`config.mk`:
```
export PLATFORM = sky130hd
export DESIGN_NAME = rcs_controller_flat
export DESIGN_NICKNAME = d
export VERILOG_FILES = /design/src/design/rcs_pkg.sv /design/src/design/rcs_link_if.sv /design/src/design/rcs_controller.sv /design/src/flat_wrapper.sv
export VERILOG_INCLUDE_DIRS = /design/src /design/src/design
export SDC_FILE = /design/constraint.sdc
export NUM_CORES = 1
export LEC_CHECK = 0
export ABC_AREA = 0
export BUFFER_PORTS_ARGS = -buffer_cell sky130_fd_sc_hd__buf_2
export CORE_ASPECT_RATIO = 0.8
export CORE_MARGIN = 2
export CORE_UTILIZATION = 58
export CTS_CLUSTER_SIZE = 12
export DETAILED_ROUTE_END_ITERATION = 8
export GPL_TIMING_DRIVEN = 0
export PLACE_DENSITY = 0.81
export SLEW_MARGIN = 15
export SYNTH_ARGS = -nofsm -noshare
export SYNTH_HDL_FRONTEND = slang
export SYNTH_SLANG_ARGS = --single-unit
```
`constraint.sdc`:
```
create_clock -name clk -period 3.6 [get_ports clk]
set_input_delay 0.36 -clock clk [delete_from_list [all_inputs] [get_ports clk]]
set_output_delay 0.36 -clock clk [all_outputs]
set_load 0.01 [all_outputs]
```
`src/design/rcs_consts.svh`:
```
`ifndef RCS_CONSTS_SVH
`define RCS_CONSTS_SVH

// Clock and printed minimum times, in ns
`define RCS_CLK_NS      50
`define RCS_SUPPLY_NS   40000
`define RCS_SETTLE_NS   200000
`define RCS_GAP_NS      250
`define RCS_PULSE_NS    60
`define RCS_LEAD_NS     100
// Least time to whole cycles, never below one
`define RCS_CYC(ns)     ((((ns) + `RCS_CLK_NS - 1) / `RCS_CLK_NS) < 1 ? 1 : \
                         (((ns) + `RCS_CLK_NS - 1) / `RCS_CLK_NS))

// Programming word
`define RCS_SHORT_LEN   16
`define RCS_LONG_LEN    25
`define RCS_RECOV_TAG   9'h140
`define RCS_REF_HALF    2
`define RCS_RECOV_TICKS 1

// Register byte offsets
`define RCS_ADDR_CTRL   8'h00
`define RCS_ADDR_WORD   8'h04
`define RCS_ADDR_CMD    8'h08
`define RCS_ADDR_STAT   8'h0c
`define RCS_ADDR_RXD    8'h10

// Control register fields
`define RCS_CTRL_PWR    0
`define RCS_CTRL_RX     1
`define RCS_CTRL_TX     2
`define RCS_CTRL_TXV    3
`define RCS_CTRL_TXBIT  4
`define RCS_CTRL_W      5
`define RCS_CTRL_RST    5'h00
`define RCS_WORD_RST    25'h0000000

// Command register fields
`define RCS_CMD_GO      0
`define RCS_CMD_LONG    1

// Status register fields
`define RCS_ST_READY    0
`define RCS_ST_BUSY     1
`define RCS_ST_SETTLED  2
`define RCS_ST_TXON     3
`define RCS_ST_RXON     4
`define RCS_ST_RXBIT    5
`define RCS_ST_PEND     6

`endif

```
`src/design/rcs_pkg.sv`:
```
package rcs_pkg;
  typedef enum logic [5:0] {
    RCS_OFF    = 6'h01,
    RCS_SUPPLY = 6'h02,
    RCS_IDLE   = 6'h04,
    RCS_LEAD   = 6'h08,
    RCS_SHIFT  = 6'h10,
    RCS_GAP    = 6'h20
  } rcs_ctl_state_t;
endpackage

```
`src/design/rcs_link_if.sv`:
```
`timescale 1ns/1ps
interface rcs_link_if;
  logic aux_regulator_power_up;
  logic transceiver_power_up;
  logic prog_clock;
  logic prog_data;
  logic prog_enable_n;
  logic ref_clock;
  logic rx_path_on;
  logic tx_path_on;
  logic open_loop_disable_n;
  logic tx_data;
  logic rx_data;
  logic rx_clock;

  modport device (
    input  aux_regulator_power_up, transceiver_power_up, prog_clock, prog_data,
    input  prog_enable_n, ref_clock, rx_path_on, tx_path_on, open_loop_disable_n,
    input  tx_data,
    output rx_data, rx_clock
  );
  modport controller (
    output aux_regulator_power_up, transceiver_power_up, prog_clock, prog_data,
    output prog_enable_n, ref_clock, rx_path_on, tx_path_on, open_loop_disable_n,
    output tx_data,
    input  rx_data, rx_clock
  );
endinterface

```
`src/design/rcs_controller.sv`:
```
// Operation
// - Raise both power-up inputs to leave power-down
// - Transceiver power-up enables synthesizer, PLL, VCO
// - Wait 40 us for supplies before programming
// - Enable rising latches word, starts PLL settling
// - Wait 200 us settling after latching enable
// - Reference clock runs whenever PLL operates
// - Device timing derives from the reference clock
// - Program channel, deviation trim, or recovery bits
// - Receive slot presents data and recovered clock
// - Drive open-loop disable low when applying data
// - Send 1-0-1-0 preamble from transmit enable
// - Leave 250 ns between programming transactions
// - Shift on rising clock, MSB first, extras dropped
// - Word is 16 bits, or 25 with recovery
// - Path enables activate receive or transmit circuits
//
// The placing of the registers and the Wishbone slave port were chosen for this implementation.
`timescale 1ns/1ps
`include "rcs_consts.svh"
module rcs_controller
  import rcs_pkg::*;
#(
  parameter int SUPPLY_CYC = `RCS_CYC(`RCS_SUPPLY_NS),
  parameter int SETTLE_CYC = `RCS_CYC(`RCS_SETTLE_NS),
  parameter int GAP_CYC    = `RCS_CYC(`RCS_GAP_NS),
  parameter int HALF_CYC   = `RCS_CYC(`RCS_PULSE_NS),
  parameter int LEAD_CYC   = `RCS_CYC(`RCS_LEAD_NS),
  parameter int REF_HALF   = `RCS_REF_HALF
) (
  input  wire logic        clk,
  input  wire logic        reset_n,
  input  wire logic        wb_cyc,
  input  wire logic        wb_stb,
  input  wire logic        wb_we,
  input  wire logic [7:0]  wb_adr,
  input  wire logic [3:0]  wb_sel,
  input  wire logic [31:0] wb_wdata,
  output logic      [31:0] wb_rdata,
  output logic             wb_ack,
  rcs_link_if.controller   link
);
  if (SUPPLY_CYC < 1 || SUPPLY_CYC > 65535 || SETTLE_CYC < 1 || SETTLE_CYC > 65535 ||
      GAP_CYC < 1 || GAP_CYC > 65535 || HALF_CYC < 1 || HALF_CYC > 65535 ||
      LEAD_CYC < 1 || LEAD_CYC > 65535 || REF_HALF < 2 || REF_HALF > 255) begin : g_chk
    $error("rcs_controller timing parameter out of range");
  end

  // Wishbone decode; request seen on one edge, writes land on the acked edge
  wire wb_hit  = wb_cyc & wb_stb & ~wb_ack;
  wire wr_hit  = wb_cyc & wb_stb & wb_ack & wb_we;
  wire wr_ctrl = wr_hit & wb_sel[0] & (wb_adr == `RCS_ADDR_CTRL);
  wire wr_word = wr_hit & (wb_adr == `RCS_ADDR_WORD);
  wire wr_cmd  = wr_hit & wb_sel[0] & (wb_adr == `RCS_ADDR_CMD);
  wire go_req  = wr_cmd & wb_wdata[`RCS_CMD_GO];

  logic [`RCS_CTRL_W-1:0] ctrl_reg;
  logic [24:0]            word_reg;
  logic                   long_reg;
  logic                   pend_reg;
  logic [7:0]             rx_shift_reg;

  rcs_ctl_state_t state_reg;
  rcs_ctl_state_t state_next;
  logic [15:0]    timer_reg;
  logic [15:0]    timer_next;
  logic [4:0]     bit_reg;
  logic [4:0]     bit_next;
  logic           sclk_reg;
  logic           sclk_next;
  logic           sdata_reg;
  logic           sdata_next;
  logic           sen_n_reg;
  logic           sen_n_next;
  logic           latch_next;
  logic [15:0]    settle_reg;
  logic           programmed_reg;

  wire pwr      = ctrl_reg[`RCS_CTRL_PWR];
  wire settled  = programmed_reg & (settle_reg == 16'h0000);
  wire slot_ok  = (state_reg == RCS_IDLE) & settled;
  wire take_go  = (state_reg == RCS_IDLE) & pend_reg;
  wire [4:0] last_bit = long_reg ? 5'(`RCS_LONG_LEN - 1) : 5'(`RCS_SHORT_LEN - 1);

  // Register writes; a fresh request beats the clear on take
  always_ff @(posedge clk or negedge reset_n) begin
    if (!reset_n) begin
      ctrl_reg <= `RCS_CTRL_RST;
      word_reg <= `RCS_WORD_RST;
      long_reg <= 1'b0;
      pend_reg <= 1'b0;
    end else begin
      if (wr_ctrl) ctrl_reg <= wb_wdata[`RCS_CTRL_W-1:0];
      if (wr_word && wb_sel[0]) word_reg[7:0]   <= wb_wdata[7:0];
      if (wr_word && wb_sel[1]) word_reg[15:8]  <= wb_wdata[15:8];
      if (wr_word && wb_sel[2]) word_reg[23:16] <= wb_wdata[23:16];
      if (wr_word && wb_sel[3]) word_reg[24]    <= wb_wdata[24];
      if (go_req) begin
        pend_reg <= 1'b1;
        long_reg <= wb_wdata[`RCS_CMD_LONG];
      end else if (take_go || !pwr) begin
        pend_reg <= 1'b0;
      end
    end
  end

  // Read mux and single-cycle-late acknowledge
  wire [31:0] st_word = {25'h0000000, pend_reg, rx_shift_reg[0],
                         link.rx_path_on, link.tx_path_on, settled,
                         ~(state_reg == RCS_IDLE) & ~(state_reg == RCS_OFF),
                         (state_reg == RCS_IDLE)};
  wire [31:0] rd_mux  = (wb_adr == `RCS_ADDR_CTRL) ? {27'h0000000, ctrl_reg} :
                        (wb_adr == `RCS_ADDR_WORD) ? {7'h00, word_reg} :
                        (wb_adr == `RCS_ADDR_CMD)  ? {30'h00000000, long_reg, pend_reg} :
                        (wb_adr == `RCS_ADDR_STAT) ? st_word :
                        (wb_adr == `RCS_ADDR_RXD)  ? {24'h000000, rx_shift_reg} :
                        32'h00000000;
  always_ff @(posedge clk or negedge reset_n) begin
    if (!reset_n) begin
      wb_ack   <= 1'b0;
      wb_rdata <= 32'h00000000;
    end else begin
      wb_ack <= wb_hit;
      if (wb_hit && !wb_we) wb_rdata <= rd_mux;
    end
  end

  // Sequencer: supply wait, serial word, inter-transaction gap
  always_comb begin
    state_next = state_reg;
    timer_next = (timer_reg != 16'h0000) ? timer_reg - 16'h0001 : timer_reg;
    bit_next   = bit_reg;
    sclk_next  = sclk_reg;
    sdata_next = sdata_reg;
    sen_n_next = sen_n_reg;
    latch_next = 1'b0;
    if (!pwr && state_reg != RCS_OFF) begin
      state_next = RCS_OFF;
      sen_n_next = 1'b1;
      sclk_next  = 1'b0;
    end else begin
      case (state_reg)
        RCS_OFF: begin
          if (pwr) begin
            state_next = RCS_SUPPLY;
            timer_next = 16'(SUPPLY_CYC - 1);
          end
        end
        RCS_SUPPLY: begin
          if (timer_reg == 16'h0000) state_next = RCS_IDLE;
        end
        RCS_IDLE: begin
          if (pend_reg) begin
            state_next = RCS_LEAD;
            sen_n_next = 1'b0;
            bit_next   = last_bit;
            sdata_next = word_reg[last_bit];
            timer_next = 16'(LEAD_CYC - 1);
          end
        end
        RCS_LEAD: begin
          if (timer_reg == 16'h0000) begin
            state_next = RCS_SHIFT;
            timer_next = 16'(HALF_CYC - 1);
          end
        end
        RCS_SHIFT: begin
          if (timer_reg == 16'h0000) begin
            timer_next = 16'(HALF_CYC - 1);
            if (!sclk_reg) begin
              sclk_next = 1'b1;
            end else begin
              sclk_next = 1'b0;
              if (bit_reg == 5'h00) begin
                sen_n_next = 1'b1;
                latch_next = 1'b1;
                state_next = RCS_GAP;
                timer_next = 16'(GAP_CYC - 1);
              end else begin
                bit_next   = bit_reg - 5'h01;
                sdata_next = word_reg[bit_reg - 5'h01];
              end
            end
          end
        end
        RCS_GAP: begin
          if (timer_reg == 16'h0000) state_next = RCS_IDLE;
        end
        default: state_next = RCS_OFF;
      endcase
    end
  end

  always_ff @(posedge clk or negedge reset_n) begin
    if (!reset_n) begin
      state_reg <= RCS_OFF;
      timer_reg <= 16'h0000;
      bit_reg   <= 5'h00;
      sclk_reg  <= 1'b0;
      sdata_reg <= 1'b0;
      sen_n_reg <= 1'b1;
    end else begin
      state_reg <= state_next;
      timer_reg <= timer_next;
      bit_reg   <= bit_next;
      sclk_reg  <= sclk_next;
      sdata_reg <= sdata_next;
      sen_n_reg <= sen_n_next;
    end
  end

  // Settling countdown from each latching enable edge
  always_ff @(posedge clk or negedge reset_n) begin
    if (!reset_n) begin
      settle_reg     <= 16'h0000;
      programmed_reg <= 1'b0;
    end else if (state_reg == RCS_OFF) begin
      settle_reg     <= 16'h0000;
      programmed_reg <= 1'b0;
    end else if (latch_next) begin
      settle_reg     <= 16'(SETTLE_CYC);
      programmed_reg <= 1'b1;
    end else if (settle_reg != 16'h0000) begin
      settle_reg <= settle_reg - 16'h0001;
    end
  end

  // Reference clock divider; runs in every powered state
  logic [7:0] ref_div_reg;
  logic       ref_clk_reg;
  wire        ref_edge = (ref_div_reg == 8'(REF_HALF - 1));
  always_ff @(posedge clk or negedge reset_n) begin
    if (!reset_n) begin
      ref_div_reg <= 8'h00;
      ref_clk_reg <= 1'b0;
    end else if (state_reg == RCS_OFF) begin
      ref_div_reg <= 8'h00;
      ref_clk_reg <= 1'b0;
    end else begin
      ref_div_reg <= ref_edge ? 8'h00 : ref_div_reg + 8'h01;
      if (ref_edge) ref_clk_reg <= ~ref_clk_reg;
    end
  end

  // Path enables and transmit data; preamble until real data flows
  logic rx_on_reg;
  logic tx_on_reg;
  logic txd_reg;
  logic ole_n_reg;
  wire  want_tx = ctrl_reg[`RCS_CTRL_TX] & ~ctrl_reg[`RCS_CTRL_RX] & slot_ok;
  always_ff @(posedge clk or negedge reset_n) begin
    if (!reset_n) begin
      rx_on_reg <= 1'b0;
      tx_on_reg <= 1'b0;
      txd_reg   <= 1'b1;
      ole_n_reg <= 1'b1;
    end else begin
      rx_on_reg <= ctrl_reg[`RCS_CTRL_RX] & slot_ok;
      tx_on_reg <= want_tx;
      // Open loop ends on the same edge as the slot, never a cycle later
      ole_n_reg <= ~(want_tx & tx_on_reg & ctrl_reg[`RCS_CTRL_TXV]);
      if (!tx_on_reg) begin
        txd_reg <= 1'b1;
      end else if (ctrl_reg[`RCS_CTRL_TXV]) begin
        txd_reg <= ctrl_reg[`RCS_CTRL_TXBIT];
      end else if (ref_edge && ref_clk_reg) begin
        txd_reg <= ~txd_reg;
      end
    end
  end

  // Receive capture on the falling recovered clock
  logic [1:0] rx_meta_reg;
  logic [1:0] rx_sync_reg;
  logic       rx_clk_prev_reg;
  always_ff @(posedge clk or negedge reset_n) begin
    if (!reset_n) begin
      rx_meta_reg     <= 2'h0;
      rx_sync_reg     <= 2'h0;
      rx_clk_prev_reg <= 1'b0;
      rx_shift_reg    <= 8'h00;
    end else begin
      rx_meta_reg     <= {link.rx_clock, link.rx_data};
      rx_sync_reg     <= rx_meta_reg;
      rx_clk_prev_reg <= rx_sync_reg[1];
      if (rx_on_reg && rx_clk_prev_reg && !rx_sync_reg[1])
        rx_shift_reg <= {rx_shift_reg[6:0], rx_sync_reg[0]};
    end
  end

  // Power inputs rise and fall together
  assign link.aux_regulator_power_up = (state_reg != RCS_OFF);
  assign link.transceiver_power_up   = (state_reg != RCS_OFF);
  assign link.prog_clock             = sclk_reg;
  assign link.prog_data              = sdata_reg;
  assign link.prog_enable_n          = sen_n_reg;
  assign link.ref_clock              = ref_clk_reg;
  assign link.rx_path_on             = rx_on_reg;
  assign link.tx_path_on             = tx_on_reg;
  assign link.open_loop_disable_n    = ole_n_reg;
  assign link.tx_data                = txd_reg;
endmodule

```
`src/flat_wrapper.sv`:
```
// flat-port wrapper written by rule: the top's interface ports become plain ports
module rcs_controller_flat import rcs_pkg::*;
#(
  parameter int SUPPLY_CYC = `RCS_CYC(`RCS_SUPPLY_NS),
  parameter int SETTLE_CYC = `RCS_CYC(`RCS_SETTLE_NS),
  parameter int GAP_CYC    = `RCS_CYC(`RCS_GAP_NS),
  parameter int HALF_CYC   = `RCS_CYC(`RCS_PULSE_NS),
  parameter int LEAD_CYC   = `RCS_CYC(`RCS_LEAD_NS),
  parameter int REF_HALF   = `RCS_REF_HALF
)
  (clk, reset_n, wb_cyc, wb_stb, wb_we, wb_adr, wb_sel, wb_wdata, wb_rdata, wb_ack, link_aux_regulator_power_up, link_transceiver_power_up, link_prog_clock, link_prog_data, link_prog_enable_n, link_ref_clock, link_rx_path_on, link_tx_path_on, link_open_loop_disable_n, link_tx_data, link_rx_data, link_rx_clock);
  rcs_link_if link_i ();
  input  wire logic clk;
  input  wire logic reset_n;
  input  wire logic wb_cyc;
  input  wire logic wb_stb;
  input  wire logic wb_we;
  input  wire logic [7:0] wb_adr;
  input  wire logic [3:0] wb_sel;
  input  wire logic [31:0] wb_wdata;
  output logic      [31:0] wb_rdata;
  output logic wb_ack;
  output wire logic [$bits(link_i.aux_regulator_power_up)-1:0] link_aux_regulator_power_up;
  output wire logic [$bits(link_i.transceiver_power_up)-1:0] link_transceiver_power_up;
  output wire logic [$bits(link_i.prog_clock)-1:0] link_prog_clock;
  output wire logic [$bits(link_i.prog_data)-1:0] link_prog_data;
  output wire logic [$bits(link_i.prog_enable_n)-1:0] link_prog_enable_n;
  output wire logic [$bits(link_i.ref_clock)-1:0] link_ref_clock;
  output wire logic [$bits(link_i.rx_path_on)-1:0] link_rx_path_on;
  output wire logic [$bits(link_i.tx_path_on)-1:0] link_tx_path_on;
  output wire logic [$bits(link_i.open_loop_disable_n)-1:0] link_open_loop_disable_n;
  output wire logic [$bits(link_i.tx_data)-1:0] link_tx_data;
  input wire logic [$bits(link_i.rx_data)-1:0] link_rx_data;
  input wire logic [$bits(link_i.rx_clock)-1:0] link_rx_clock;
  assign link_aux_regulator_power_up = link_i.aux_regulator_power_up;
  assign link_transceiver_power_up = link_i.transceiver_power_up;
  assign link_prog_clock = link_i.prog_clock;
  assign link_prog_data = link_i.prog_data;
  assign link_prog_enable_n = link_i.prog_enable_n;
  assign link_ref_clock = link_i.ref_clock;
  assign link_rx_path_on = link_i.rx_path_on;
  assign link_tx_path_on = link_i.tx_path_on;
  assign link_open_loop_disable_n = link_i.open_loop_disable_n;
  assign link_tx_data = link_i.tx_data;
  assign link_i.rx_data = link_rx_data;
  assign link_i.rx_clock = link_rx_clock;
  rcs_controller #(.SUPPLY_CYC(SUPPLY_CYC), .SETTLE_CYC(SETTLE_CYC), .GAP_CYC(GAP_CYC), .HALF_CYC(HALF_CYC), .LEAD_CYC(LEAD_CYC), .REF_HALF(REF_HALF)) u_core (.clk(clk), .reset_n(reset_n), .wb_cyc(wb_cyc), .wb_stb(wb_stb), .wb_we(wb_we), .wb_adr(wb_adr), .wb_sel(wb_sel), .wb_wdata(wb_wdata), .wb_rdata(wb_rdata), .wb_ack(wb_ack), .link(link_i));
endmodule
```
## Yosys cells after proc, flatten, opt, wreduce, memory -nomap -nowiden

Cells that the tools add are included.

- Register bits: 138
- Logic and storage cells: 182
- Input port bits: 51

- Multiplexer cells: 67
- Eq/ne operators: 24
- Reductions and logical operators: 32
- $add $sub $neg: 4
- Bitwise operators: 26
- $lt $le $gt $ge: 2

Operator list:

| operator | number |
|---|---|
| 16-bit 2-to-1 mux | 10 |
| 32-bit 2-to-1 mux | 4 |
| 16-bit one-hot mux with 4 select lines | 1 |
| 6-bit 2-to-1 mux | 8 |
| 16-bit logical NOT | 2 |
| 16-bit nonzero test | 2 |
| 16-bit by 1-bit subtractor with 16-bit output (second input constant) | 2 |
| 6-bit one-hot mux with 5 select lines | 1 |
| 1-bit 2-to-1 mux | 29 |
| 5-bit 2-to-1 mux | 5 |
| 8-bit 2-to-1 mux | 3 |
| 1-bit bitwise AND | 18 |
| 3-bit by 1-bit inequality test with 1-bit output (second input constant) | 6 |
| 8-bit by 4-bit == test with 1-bit output (second input constant) | 2 |
| 5-bit by 6-bit < comparator with 1-bit output (second input constant) | 2 |
| 2-bit nonzero test | 6 |
| 1-bit binary-select mux with 5-bit select | 2 |
| 5-bit one-hot mux with 2 select lines | 1 |
| 1-bit logical AND | 9 |
| 8-bit by 1-bit adder with 8-bit output (second input constant) | 1 |
| 8-bit by 1-bit == test with 1-bit output (second input constant) | 1 |
| 8-bit by 3-bit == test with 1-bit output (second input constant) | 1 |
| 8-bit by 5-bit == test with 1-bit output (second input constant) | 1 |
| 8-bit logical NOT | 1 |
| 23 further kinds | 37 |

## Depth between registers and ports, before layout

- Depth in word-level cells: 8
- Mapped depth: 9
- Mapped depth without buffers: 8

## Worst setup path after synthesis

OpenSTA, ideal clock, no wires.

- Path type: reg-to-reg
- Start point: reg u_core.bit_reg[0]
- End point: reg u_core.bit_reg[4]
- Buffers on the path: 2
- Stages on the path, launching flop included: 10
- Path slack: 1065 ps
- Arrival time: 2408 ps
- Required time: 3472 ps
- Path through: dfrtp_1 clkbuf_1 inv_1 ha_1 nor4b_1 a211o_1 o31ai_4 and2_1 buf_2 mux2_1

- Word-level cells in the longest chain between the ends: 5
- Elaborated cells between the ends (all ways): 8
- Those cells by class: 1 x add/sub; 1 x eq/ne; 4 x mux; 2 x reduce/logical

RTL lines:

| element | RTL line | text |
|---|---|---|
| start, declared | rcs_controller.sv:67 | `logic [4:0] bit_reg;` |
| start signal, assigned | rcs_controller.sv:205 | `bit_reg <= bit_next;` |
| 5-bit by 1-bit subtractor with 5-bit output | rcs_controller.sv:180 | `bit_next = bit_reg - 5'h01;` |
| 5-bit 2-to-1 mux | rcs_controller.sv:174 | `if (bit_reg == 5'h00) begin` |
| 5-bit 2-to-1 mux | rcs_controller.sv:170 | `if (!sclk_reg) begin` |
| 5-bit 2-to-1 mux | rcs_controller.sv:168 | `if (timer_reg == 16'h0000) begin` |
| 5-bit one-hot mux with 2 select lines | rcs_controller.sv:142 | `case (state_reg)` |

Several ways; a longest one is shown, not always the timed one. The select of a mux whose other input is x is not followed.
A chain may end at the register's enable or synchronous reset.

## Worst setup path in the final report

Ends and elaborated chain as after synthesis.

==> flow_summary_export.csv <==
group,metric,value,unit
route,firstDrtPassIters,5,
critical_path,r2r_end,"u_core.bit_reg[4]",
synth,async_flop_share,1.00,
critical_path,worstReg2RegStart,"u_core.bit_reg[0]",
critical_path,end_kind,"register",
synth,netlist_area,6570,um2
hold_path,min_path_type,"primary input to register",
grt,first_global_vias,5452,
synth,synth_edf_count,0,
route,drt_iter0_markers,448,
synth,yosys_warnings,0,
synth,ys_top_cells_by_area,"dfrtp_1 48%, mux2_2 6.7%, nand2_1 4.1%",
sta,slew_violations,0,
finish,drive_gt1_frac,0.242,
place,port_buffers,77,
synth,avgSynthCellArea,10.3,um2
critical_path,worst_setup_path_start_kind,"register",
floorplanning,fp.dieW,123,um
sta,finalWorstSetupSlack,0.564,ns
critical_path,regToRegSetupSlack,0.56,ns
sta,final.setup.tns,0,ns
floorplanning,core,11000,um2
synth,synth_cells,640,
clock_tree,cts_tree,"yes",
finish,antenna_cells,0,
grt,grt_remaining_overflow,0,
route,viasPerCell,5.94,
place,gp_congestion,0.942,
clock_tree,numCtsBuffers,17,
pwr,p_leak,3.71,nW
route,vias,5353,
clock_tree,cts_setup_buffers,0,
sta,hold_violations,0,
clock_tree,clk-insertion-delay-late,0.42,ns
finish,fillers,782,
clock_tree,htree_levels,4,
critical_path,required,3.89,ns
grt,antenna_found_initial,0,
floorplanning,die_area,12200,um2
grt,grt_pass1_wl,26700,um
grt,grt_start_max_net_pins,73,
place,dpl.hpwl,11200,um
place,dp_slack,0.641,ns
critical_path,crit_fanout,10,
synth,synth_cell_types,73,
hold_path,min_to,"u_core.rx_meta_reg[0]",
outcome,status,"completed",
route,routed_wl,16200,um
clock_tree,clock-sinks,131,
finish,syn_to_final_growth,18.8,%
synth,yosys_register_bits,131,
clock_tree,clk_pin_slew,0.06,ns
finish,fin_util,0.711,
sta,tightest_slew,0.936,ns
critical_path,ff2ff_path_depth,9,
sta,rsz0062_at_grt,"false",
floorplanning,die_h,99.2,um
critical_path,arrival,3.33,ns
pwr,powerDensity,495,nW/um2
floorplanning,row_count,34,
hold_path,min_from,"link_rx_data",
clock_tree,cts-resized-gates,0,
sta,setup_violations,0,
route,drc,0,
floorplanning,io_pins,94,
route,wl_per_cell,18.0,um
flow_run,drv_cap,0,
route,ant_nets,0,
clock_tree,holdBufCountCts,1,
sta,fin_skew,0.00930,ns
sta,relSlewSlack,0.370,
sta,fin_hold_ws,0.0445,ns
sta,period_minus_slack,3.04,ns
critical_path,worstSetupPathType,"register to register",
synth,ys_seq_area_frac,0.500,
clock_tree,cts_buffer_depth,2,
grt,grt_usage,0.280,
sta,fmaxAchievable,0.329,GHz
finish,nNetsFinal,802,
synth,synth_ff_type,"dfrtp_1",
sta,fin_crit_sh,0.843,
floorplanning,start_util,0.598,
clock_tree,cts-root-buf,"clkbuf_16",
hold_path,whs_path_depth,1,
synth,yosys.area.top_type,"dfrtp_1",
synth,yosysTopAreaCellShare,0.484,
pwr,ir_drop,434,uV
==> final cells by class <==
class                           instances  area (um2)  area share
Buffer                                 34         168      0.0215
Clock buffer                           21         450      0.0577
Clock inverter                         11         153      0.0196
Inverter                               17        63.8     0.00818
Multi-Input combinational cell        464        3080       0.394
Sequential cell                       131        3280       0.421
Tap cell                              144         180      0.0231
Timing Repair Buffer                   79         429      0.0550
==> kinds of logic (layout without fill, tap and decap cells) <==
| group | count (synthesis) | in the layout | share of synthesized area |
|---|---|---|---|
| xor gates and xnor gates | 38 | 38 | 0.0507 |
| AOI/OAI and AO/OA | 97 | 97 | 0.0991 |
| adders and majority gates | 7 | 7 | 0.0133 |
| DFF | 131 | 131 | 0.500 |
| other | 1 | 7 | 0.000571 |
| and+or+nand+nor | 259 | 259 | 0.196 |
| muxes | 56 | 56 | 0.105 |
| buffers and inverters | 51 | 162 | 0.0352 |
==> synthesized netlist by cell type, types with 7 or more instances <==
| master | number |
|---|---|
| dfrtp_1 | 127 |
| nand2_1 | 71 |
| nor2_1 | 63 |
| mux2_2 | 39 |
| nand3_1 | 33 |
| xor2_1 | 28 |
| a21oi_1 | 23 |
| o21ai_0 | 23 |
| nor3_1 | 21 |
| clkbuf_1 | 19 |
| inv_1 | 16 |
| xnor2_1 | 10 |
| buf_4 | 9 |
| mux2i_1 | 9 |
| nor4_1 | 9 |
| a31oi_1 | 7 |
| ha_1 | 7 |
| nand4_1 | 7 |
==> cell usage in the layout, fill, tap and decap left out, drive strengths merged, types with 7 or more instances in the layout <==
cell	netlist	layout
a31oi	7	7
o21ai	24	24
mux2i	9	9
dfrtp	127	127
mux2	41	41
nor4	12	12
nand4	7	7
ha	7	7
nand2	71	71
nor2	63	63
nor3	22	22
clkbuf	19	40
inv	16	18
conb	1	7
nand3	33	33
xnor2	10	10
xor2	28	28
buf	15	93
a21oi	23	23
==> power by group <==
group	leakage (nW)	internal [mW]	switching, mW
registers	1.77	1.57	0.116
logic	1.65	0.165	0.232
clock network	0.290	1.11	0.669
==> routing by layer <==
layer,wire (um),GRT usage,part of all wire,vias up
li1,-,-,-,2486
met1,7110,0.379,0.44,2619
met2,7820,0.443,0.48,203
met3,866,0.0602,0.053,45
met4,422,0.115,0.026,0
met5,0,0,0,-
==> worst max-delay path, cell delays in order, from the launching register on <==
cell      delay [ns]
dfrtp_1         0.50
clkbuf_1        0.54
inv_1           0.10
ha_1            0.28
nor4b_1         0.19
a211o_1         0.34
o31ai_4         0.28
and2_1          0.17
buf_2           0.18
mux2_1          0.33
==> through the flow <==
stage	power (mW)	instances	cell area, um2
5_1_grt	4.01	901	7800
3_5_place_dp	2.09	868	7190
3_3_place_gp	2.05	867	7160
4_1_cts	3.87	901	7800
2_1_floorplan	1.93	646	6590
6_report	3.86	901	7800
==> how the worst max path moves through the flow <==
stage,to,cells after the start,from
after floorplan,u_core.bit_reg[4],9,u_core.bit_reg[0]
after global placement,u_core.ref_div_reg[0],1,reset_n
after detailed placement,u_core.bit_reg[4],9,u_core.bit_reg[0]
after CTS,u_core.bit_reg[4],9,u_core.bit_reg[0]
after global routing,u_core.bit_reg[4],9,u_core.bit_reg[0]
final,u_core.bit_reg[4],9,u_core.bit_reg[0]
Note: power is estimated with default switching activity, not from simulation.
